`src/hw/uie_pkg.sv`:
```
// constants, carriers and helpers for the usb host interrupt enable/mask block
// assumes a decoded memory-space target feeding one access per clock

package uie_pkg;

  // ---------------------------------------------------------------
  // register map
  // ---------------------------------------------------------------
  localparam int unsigned UIE_ADDR_W          = 8;
  localparam int unsigned UIE_DATA_W          = 32;
  localparam logic [7:0]  UIE_OFS_MASK_SET    = 8'h10;
  localparam logic [7:0]  UIE_OFS_MASK_CLEAR  = 8'h14;

  // ---------------------------------------------------------------
  // field positions
  // ---------------------------------------------------------------
  localparam int unsigned UIE_BIT_MASTER      = 31;
  localparam int unsigned UIE_BIT_OWNERSHIP   = 30;
  localparam int unsigned UIE_BIT_ROOT_PORT   = 6;
  localparam int unsigned UIE_BIT_FRAME_WRAP  = 5;
  localparam int unsigned UIE_BIT_FATAL       = 4;
  localparam int unsigned UIE_BIT_WAKEUP      = 3;
  localparam int unsigned UIE_BIT_FRAME_START = 2;
  localparam int unsigned UIE_BIT_DONE_QUEUE  = 1;
  localparam int unsigned UIE_BIT_OVERRUN     = 0;

  // implemented bits; 29..7 are reserved
  localparam logic [31:0] UIE_IMPL_MASK       = 32'hc000_007f;
  localparam logic [31:0] UIE_EVENT_MASK      = 32'h4000_007f;
  localparam logic [31:0] UIE_MASK_RESET      = 32'h0000_0000;
  localparam logic [31:0] UIE_RDATA_IDLE      = 32'h0000_0000;

  // ---------------------------------------------------------------
  // carriers
  // ---------------------------------------------------------------
  typedef struct packed {
    logic        wr;
    logic        rd;
    logic [7:0]  addr;
    logic [3:0]  be;
    logic [31:0] wdata;
  } uie_req_s;

  typedef struct packed {
    logic        ack;
    logic [31:0] rdata;
  } uie_rsp_s;

  typedef enum logic [1:0] {
    UIE_SEL_NONE,
    UIE_SEL_SET,
    UIE_SEL_CLEAR
  } uie_sel_e;

  // ---------------------------------------------------------------
  // helpers
  // ---------------------------------------------------------------
  function automatic uie_sel_e uie_decode(input logic [7:0] addr);
    if (addr == UIE_OFS_MASK_SET) begin
      return UIE_SEL_SET;
    end else if (addr == UIE_OFS_MASK_CLEAR) begin
      return UIE_SEL_CLEAR;
    end
    return UIE_SEL_NONE;
  endfunction

  function automatic logic [31:0] uie_be_mask(input logic [3:0] be);
    return {{8{be[3]}}, {8{be[2]}}, {8{be[1]}}, {8{be[0]}}};
  endfunction

endpackage

```
`src/hw/uie_mask_regs.sv`:
```
// interrupt enable mask registers of the full-speed host function
// assumes a decoded memory target delivers at most one access per clk_i;
// event flags are held by the status register outside this block

`timescale 1ns/1ps

module uie_mask_regs
  import uie_pkg::*;
(
  input  wire logic        clk_i,
  input  wire logic        rst_n_i,
  input  wire logic        soft_rst_i,
  input  wire uie_req_s    reg_req_i,
  output uie_rsp_s         reg_rsp_o,
  input  wire logic [31:0] irq_event_flags_i,
  output logic             irq_req_o,
  output logic [31:0]      irq_pending_o,
  output logic [31:0]      mask_value_o,
  output logic             rsv_write_o
);

  // ---------------------------------------------------------------
  // access decode
  // ---------------------------------------------------------------
  uie_sel_e    acc_sel;
  logic        acc_wr;
  logic        acc_rd;
  logic        acc_mapped;
  logic [31:0] lane_mask;
  logic [31:0] wr_bits;

  always_comb begin
    acc_sel    = uie_decode(reg_req_i.addr);
    acc_mapped = (acc_sel != UIE_SEL_NONE);
    // a combined read/write is taken as a write
    acc_wr     = reg_req_i.wr;
    acc_rd     = reg_req_i.rd & ~reg_req_i.wr;
    lane_mask  = uie_be_mask(reg_req_i.be);
    wr_bits    = reg_req_i.wdata & lane_mask;
  end

  // ---------------------------------------------------------------
  // set and clear masks
  // ---------------------------------------------------------------
  logic [31:0] set_bits;
  logic [31:0] clr_bits;
  logic [31:0] rsv_bits;

  always_comb begin
    set_bits = 32'h0000_0000;
    clr_bits = 32'h0000_0000;
    rsv_bits = wr_bits & ~UIE_IMPL_MASK;
    if (acc_wr) begin
      case (acc_sel)
        UIE_SEL_SET: begin
          set_bits = wr_bits & UIE_IMPL_MASK;
        end
        UIE_SEL_CLEAR: begin
          clr_bits = wr_bits & UIE_IMPL_MASK;
        end
        default: begin
          set_bits = 32'h0000_0000;
          clr_bits = 32'h0000_0000;
        end
      endcase
    end
  end

  // ---------------------------------------------------------------
  // enable register
  // ---------------------------------------------------------------
  logic [31:0] mask_d;
  logic [31:0] mask_q;

  always_comb begin
    mask_d = mask_q | set_bits;
    mask_d = mask_d & ~clr_bits;
    mask_d = mask_d & UIE_IMPL_MASK;
    if (soft_rst_i) begin
      mask_d = UIE_MASK_RESET;
    end
  end

  always_ff @(posedge clk_i) begin
    if (!rst_n_i) begin
      mask_q <= UIE_MASK_RESET;
    end else begin
      mask_q <= mask_d;
    end
  end

  // ---------------------------------------------------------------
  // read path and answer
  // ---------------------------------------------------------------
  // every access is answered one cycle later, mapped or not, so a
  // stray address never leaves the target waiting
  uie_rsp_s rsp_d;
  uie_rsp_s rsp_q;

  always_comb begin
    rsp_d.ack   = acc_wr | acc_rd;
    rsp_d.rdata = UIE_RDATA_IDLE;
    if (acc_rd) begin
      case (acc_sel)
        UIE_SEL_SET: begin
          rsp_d.rdata = mask_q & lane_mask;
        end
        UIE_SEL_CLEAR: begin
          rsp_d.rdata = mask_q & lane_mask;
        end
        default: begin
          rsp_d.rdata = UIE_RDATA_IDLE;
        end
      endcase
    end
  end

  always_ff @(posedge clk_i) begin
    if (!rst_n_i) begin
      rsp_q <= '0;
    end else begin
      rsp_q <= rsp_d;
    end
  end

  // ---------------------------------------------------------------
  // diagnostics
  // ---------------------------------------------------------------
  // reserved ones are not stored; a pulse flags the driver bug
  logic rsv_wr_d;
  logic rsv_wr_q;

  always_comb begin
    rsv_wr_d = acc_wr & acc_mapped & (|rsv_bits);
  end

  always_ff @(posedge clk_i) begin
    if (!rst_n_i) begin
      rsv_wr_q <= 1'b0;
    end else begin
      rsv_wr_q <= rsv_wr_d;
    end
  end

  // ---------------------------------------------------------------
  // interrupt gate
  // ---------------------------------------------------------------
  // the gate sees the stored mask, so a write takes effect on the
  // request one cycle after the register updates
  logic        gate_irq;
  logic [31:0] gate_pending;

  uie_irq_gate u_gate (
    .clk_i      (clk_i),
    .rst_n_i    (rst_n_i),
    .soft_rst_i (soft_rst_i),
    .mask_i     (mask_q),
    .flags_i    (irq_event_flags_i),
    .irq_o      (gate_irq),
    .pending_o  (gate_pending)
  );

  // ---------------------------------------------------------------
  // outputs
  // ---------------------------------------------------------------
  assign reg_rsp_o     = rsp_q;
  assign irq_req_o     = gate_irq;
  assign irq_pending_o = gate_pending;
  assign mask_value_o  = mask_q;
  assign rsv_write_o   = rsv_wr_q;

endmodule

```
`src/hw/uie_irq_gate.sv`:
```
// gates latched event flags with the enable mask onto one interrupt request
// assumes flags come from the status register, already in the clk_i domain

`timescale 1ns/1ps

module uie_irq_gate
  import uie_pkg::*;
(
  input  wire logic        clk_i,
  input  wire logic        rst_n_i,
  input  wire logic        soft_rst_i,
  input  wire logic [31:0] mask_i,
  input  wire logic [31:0] flags_i,
  output logic             irq_o,
  output logic [31:0]      pending_o
);

  // ---------------------------------------------------------------
  // per-event contribution
  // ---------------------------------------------------------------
  logic [31:0] contrib;
  logic        master_on;
  logic        irq_d;
  logic        irq_q;
  logic [31:0] pending_d;
  logic [31:0] pending_q;

  always_comb begin
    contrib = 32'h0000_0000;
    contrib[UIE_BIT_OWNERSHIP] = flags_i[UIE_BIT_OWNERSHIP] & mask_i[UIE_BIT_OWNERSHIP];
    contrib[UIE_BIT_ROOT_PORT] = flags_i[UIE_BIT_ROOT_PORT] & mask_i[UIE_BIT_ROOT_PORT];
    contrib[UIE_BIT_FRAME_WRAP] = flags_i[UIE_BIT_FRAME_WRAP] & mask_i[UIE_BIT_FRAME_WRAP];
    contrib[UIE_BIT_FATAL] = flags_i[UIE_BIT_FATAL] & mask_i[UIE_BIT_FATAL];
    contrib[UIE_BIT_WAKEUP] = flags_i[UIE_BIT_WAKEUP] & mask_i[UIE_BIT_WAKEUP];
    contrib[UIE_BIT_FRAME_START] = flags_i[UIE_BIT_FRAME_START] & mask_i[UIE_BIT_FRAME_START];
    contrib[UIE_BIT_DONE_QUEUE] = flags_i[UIE_BIT_DONE_QUEUE] & mask_i[UIE_BIT_DONE_QUEUE];
    contrib[UIE_BIT_OVERRUN] = flags_i[UIE_BIT_OVERRUN] & mask_i[UIE_BIT_OVERRUN];
  end

  assign master_on = mask_i[UIE_BIT_MASTER];

  always_comb begin
    pending_d = contrib;
    irq_d     = master_on & (|contrib);
    if (soft_rst_i) begin
      pending_d = 32'h0000_0000;
      irq_d     = 1'b0;
    end
  end

  always_ff @(posedge clk_i) begin
    if (!rst_n_i) begin
      irq_q     <= 1'b0;
      pending_q <= 32'h0000_0000;
    end else begin
      irq_q     <= irq_d;
      pending_q <= pending_d;
    end
  end

  assign irq_o     = irq_q;
  assign pending_o = pending_q;

endmodule

```
`config.mk`:
```
export PLATFORM = sky130hd
export DESIGN_NAME = uie_mask_regs
export DESIGN_NICKNAME = d
export VERILOG_FILES = /design/src/hw/uie_pkg.sv /design/src/hw/uie_mask_regs.sv /design/src/hw/uie_irq_gate.sv
export SDC_FILE = /design/constraint.sdc
export NUM_CORES = 1
export LEC_CHECK = 0
export ABC_AREA = 1
export BUFFER_PORTS_ARGS = -buffer_cell sky130_fd_sc_hd__buf_2
export CAP_MARGIN = 40
export CORE_ASPECT_RATIO = 0.8
export CORE_MARGIN = 10
export CORE_UTILIZATION = 32
export DETAILED_ROUTE_END_ITERATION = 12
export PLACE_DENSITY = 0.79
export SLEW_MARGIN = 20
export SYNTH_ARGS = -nofsm -noshare
export SYNTH_HDL_FRONTEND = slang
export SYNTH_SLANG_ARGS = --single-unit
export TNS_END_PERCENT = 10
```
`constraint.sdc`:
```
create_clock -name clk_i -period 0.8 [get_ports clk_i]
set_input_delay 0.08 -clock clk_i [delete_from_list [all_inputs] [get_ports clk_i]]
set_output_delay 0.08 -clock clk_i [all_outputs]
set_load 0.05 [all_outputs]
```
# After elaboration in Yosys (flattened, before gate mapping)
# Index checks and enable logic that the tools add are counted.
[classes] n_eq_ne=4 n_mux=9 n_bitwise=20 reduce_logical=6
[ops] op="$mux 32" count=4
[ops] op="$and 32x32->32" count=3
[ops] op="$not 32->32" count=1
[ops] op="$or 32x32->32" count=1
[ops] op="$reduce_or 23->1" count=1
[ops] op="$eq 8x5->1 const B" count=2
[ops] op="$and 1x1->1" count=12
[ops] op="$reduce_or 8->1" count=1
[ops] op="$mux 2" count=3
[ops] op="$reduce_or 2->1" count=2
[ops] op="$reduce_and 3->1" count=1
[ops] op="$eq 2x1->1 const B" count=1
[ops] op="$eq 2x2->1 const B" count=1
[ops] op="$mux 1" count=2
[ops] op="$not 1->1" count=2
[ops] op="$reduce_bool 2->1" count=1
[ops] op="$or 1x1->1" count=1
[word_totals] register_bits=99 inputBits=81 out_inout_bits=99 elab_cells=47

# Longest topological paths before layout
[depth] word_depth=9 mapped_depth=7 depth_no_buf=7

# Modules after synthesis
# From an unflattened synthesis, not the netlist that was laid out.
[hier_totals] cells_unflattened=246 hier_area_um2=1780.5
[modules_own_cells] module="uie_mask_regs" instances=1 cells_per_inst=185 area_per_inst_um2=1300.0 seq_area_each_um2=400.4
[modules_own_cells] module="uie_irq_gate" instances=1 cells_per_inst=61 area_per_inst_um2=480.5 seq_area_each_um2=180.2

# Worst setup path after synthesis
# No wires, ideal clock.
[synth_timing] path_type="flip-flop to flip-flop" startpoint="register mask_q[1] (netlist: mask_value_o[1])" endpoint="register u_gate.irq_q (netlist: u_gate.irq_o)" setup_time_ns=0.066 t_arrival_ns=1.044 required_ns=0.734 path_slack_ns=-0.310 path_stages_with_launch=5 n_path_buf=0 synth_period_minus_slack_ns=1.110 path_cell_list="dfxtp_1 nand2_1 nand4_1 o21ai_0 nor2_1"
[synth_via] elab_chain_len=3
[synth_lines] element="start, declared" line="uie_mask_regs.sv:73" text="logic [31:0] mask_q;"
[synth_lines] element="start signal, assigned" line="uie_mask_regs.sv:88" text="mask_q <= mask_d;"
[synth_lines] element="$and 1x1->1" line="uie_irq_gate.sv:36" text="contrib[UIE_BIT_DONE_QUEUE] = flags_i[UIE_BIT_DONE_QUEUE] & mask_i[UIE_BIT_DONE_QUEUE];"
[synth_lines] element="$reduce_or 8->1" line="uie_irq_gate.sv:44" text="irq_d = master_on & (|contrib);"
[synth_lines] element="$and 1x1->1" line="uie_irq_gate.sv:44"
[synth_lines] element="end signal, assigned" line="uie_irq_gate.sv:56" text="irq_q <= irq_d;"
[synth_lines] element="end, declared" line="uie_irq_gate.sv:24" text="logic irq_q;"
# Every way passes these cells.
# A chain may end at the register's enable or synchronous reset.

# Worst setup path in the final report
[layout_timing] startpoint="register mask_q[0] (netlist: mask_value_o[0])" endpoint="output mask_value_o[0]"
[layout_rtl] element="end, declared" line="uie_mask_regs.sv:18" text="output logic [31:0] mask_value_o,"
# No word-level cell between the ends.

==> flow_summary.yaml <==
route:
  ant_nets: 0
  via_per_inst: 3.897
  vias: 1594
  drt_iter0_drc: 47
  drtPass1Iterations: 4
  drc_errors: 0
  routed_wl_microns: 5376
  wl_per_cell_microns: 13.14
setup_path:
  r2r_slack_ps: -60
  cp_slowest_stage_delay_ps: 380
  crit_path_end_kind: "output port"
  reg2reg_depth: 4
  worst_setup_path_start_kind: "flip-flop"
  critical_path_arrival_ps: 820
  cp_top_family: "flip-flops"
  cp-startpoint: "mask_value_o[0]"
  cp_num_buf_inv: 1
  slowest_stage: "dfxtp_4"
  cp_max_fo: 3
  crit_type: "reg2out"
  required_ps: 720
  r2r-start: "mask_value_o[1]"
  worstPathCellList: "buf_8"
  worstReg2RegEnd: "u_gate.irq_o"
hold_path:
  hold_class: "in2reg"
  holdPathStages: 3
  min_from: "reg_req_i[44]"
  holdPathEnd: "reg_rsp_o[32]"
status:
  failed_checks: "setup timing"
  status: "complete, but fails checks"
placement:
  place_area_sq_mm: 0.002132
  numPortBuffers: 85
  hpwlAfterDp_microns: 4298
  dp_slack_ps: -209.7
  gp_congestion: 0.7632
floorplanning:
  design.die.area_sq_mm: 0.008926
  fp.dieW_microns: 103.2
  initial_core_util_pct: 32.75
  pin_count: 180
  rows: 24
  dieHeight_microns: 86.53
  core_sq_mm: 0.005405
finish:
  fin_util_pct: 47.92
  final_area_sq_mm: 0.002590
  num-fill-cells: 483
  n_antenna_cell: 0
  nNetsFinal: 424
  area_growth_pct: 46.29
  final_layout_size_suffix_gt1_share_pct: 48.84
run:
  max_cap_violations: 0
clock_tree:
  ctsHoldBuffers: 0
  worst_skew_pair.late_latency_ps: 280
  cts_tree: "done"
  clock_sinks: 29
  root_buffer: "clkbuf_8"
  htree_levels: 2
  cts_buffer_depth: 2
  cts_buffers: 5
  clkTransAtPathRegs_ps: 70
synth:
  synthDistinctLibCells: 19
  avgSynthCellArea_sq_um: 7.377
  ys_seq_elements: 29
  seq_area_frac_synth_pct: 32.79
  ys_warn_count: 0
  netlist_area_sq_mm: 0.001770
  syn_inst: 240
sta:
  slew_viol_final: 0
  skew_ps: 4.386
  fmax_mhz: 1113
  period_share_pct: 112.3
  finalHoldViolations: 0
  setup_viol: 30
  setup_slack_ps: -98.46
  rsz0062_at_grt: "yes"
  min_period_ps: 898.5
grt:
  grt_max_degree: 11
  grt-ovfl-total: 0
  antenna_found_initial: 0
  grtUsageTotal_pct: 10.92
  grt_pass1_vias: 1685
  grt_pass1_wl_microns: 7838
power_and_ir_drop:
  irDropWorstVdd_v: 0.0006232
  p_leak_nw: 1.330
  p_total_mw: 3.658
  power_density_mw_per_mm2: 1412
==> metrics by stage <==
stage	hold slack [ps]	cells	TNS (ps)
6_report	25.98	409	-1515
5_1_grt	34.42	409	-2183
3_3_place_gp	303.2	397	-2695
2_1_floorplan	195.8	309	-44.59
4_1_cts	24.36	409	-1562
3_5_place_dp	323.3	397	-3251
==> cells in the mapped netlist <==
cell type	count	area [sq um]
buf_4	70	525.5
nor2_1	49	183.9
nand2_1	38	142.6
dfxtp_1	29	580.6
o21ai_0	11	55.05
nor2_2	10	62.56
inv_1	8	30.03
inv_2	5	18.77
nand2_4	4	45.04
nand3_1	4	20.02
nand2_2	2	12.51
nand4_1	2	12.51
nor2_4	2	22.52
a31oi_1	1	6.260
and3_1	1	6.260
buf_2	1	5.000
conb_1	1	3.750
nand3_4	1	17.52
nor2_8	1	20.02
==> metal layers <==
layer | vias up | share of wire [%] | routed length (microns) | GRT usage [%]
met4 | 0 | 1.0 | 56 | 3.405
met5 | - | 0 | 0 | 0
met2 | 88 | 54 | 2885 | 21.56
li1 | 802 | - | - | -
met3 | 6 | 8.0 | 431 | 3.500
met1 | 698 | 37 | 2003 | 10.29
==> layout by cell type, fill, tap and decap left out <==
cell type  count
and3_1         1
clkbuf_8       5
inv_4          1
o21ai_0       10
nand4_1        2
nand2_4        7
nor2_8         1
buf_12         1
buf_8         29
nand3_1        4
a31oi_1        1
inv_1          8
buf_4         12
nand3_4        1
o21ai_1        1
nand2_2        7
nor2_1        49
dfxtp_4        9
dfxtp_2       20
buf_2         56
nor2_2         9
nand2_1       30
conb_1        70
inv_2          5
nor2_4         3
clkinv_2       2
==> layout make-up <==
type | instances | area [sq um] | area share (%)
Inverter | 13 | 48.80 | 1.884
Tap cell | 65 | 81.33 | 3.140
Clock inverter | 3 | 16.27 | 0.6280
Multi-Input combinational cell | 196 | 909.6 | 35.12
Sequential cell | 29 | 639.4 | 24.69
Timing Repair Buffer | 98 | 825.8 | 31.88
Clock buffer | 5 | 68.82 | 2.657
==> power breakdown <==
group	internal [mW]	leakage (nW)	switching (mW)
clock	0.600	0.0482	0.578
sequential	1.42	0.251	0.00223
combinational	0.160	1.03	0.900
total	2.18	1.33	1.48
==> kinds of logic (layout without fill, tap and decap cells) <==
kind of cell,count (synthesis),after routing,share of synthesized area (%)
and+or+nand+nor,114,114,30.81
buffers and inverters,84,119,32.72
DFF,29,29,32.79
AOI/OAI and AO/OA,12,12,3.463
other,1,70,0.2118
==> sequential cells by signal, summed over array words and instances, names as in the netlist <==
name	count
reg_rsp_o	10
mask_value_o	9
u_gate.pending_o	8
rsv_write_o	1
u_gate.irq_o	1
==> worst max-delay path by stage <==
stage                      endpoint  slack, ps  cells past startpoint
finish              mask_value_o[0]       -100                      1
global route        mask_value_o[0]       -110                      1
CTS                 mask_value_o[2]        -90                      1
detailed placement     reg_rsp_o[6]       -210                      8
global placement       reg_rsp_o[1]       -170                      8
floorplan              u_gate.irq_o        -30                      4
==> repair_timing <==
item                                    in CTS  in global routing
endpoints found under the setup margin      30                 40
pin swaps                                    0                  4
buffers inserted                             4                  0
gates resized for setup                    108                  6
(Power assumes the default switching activity.)
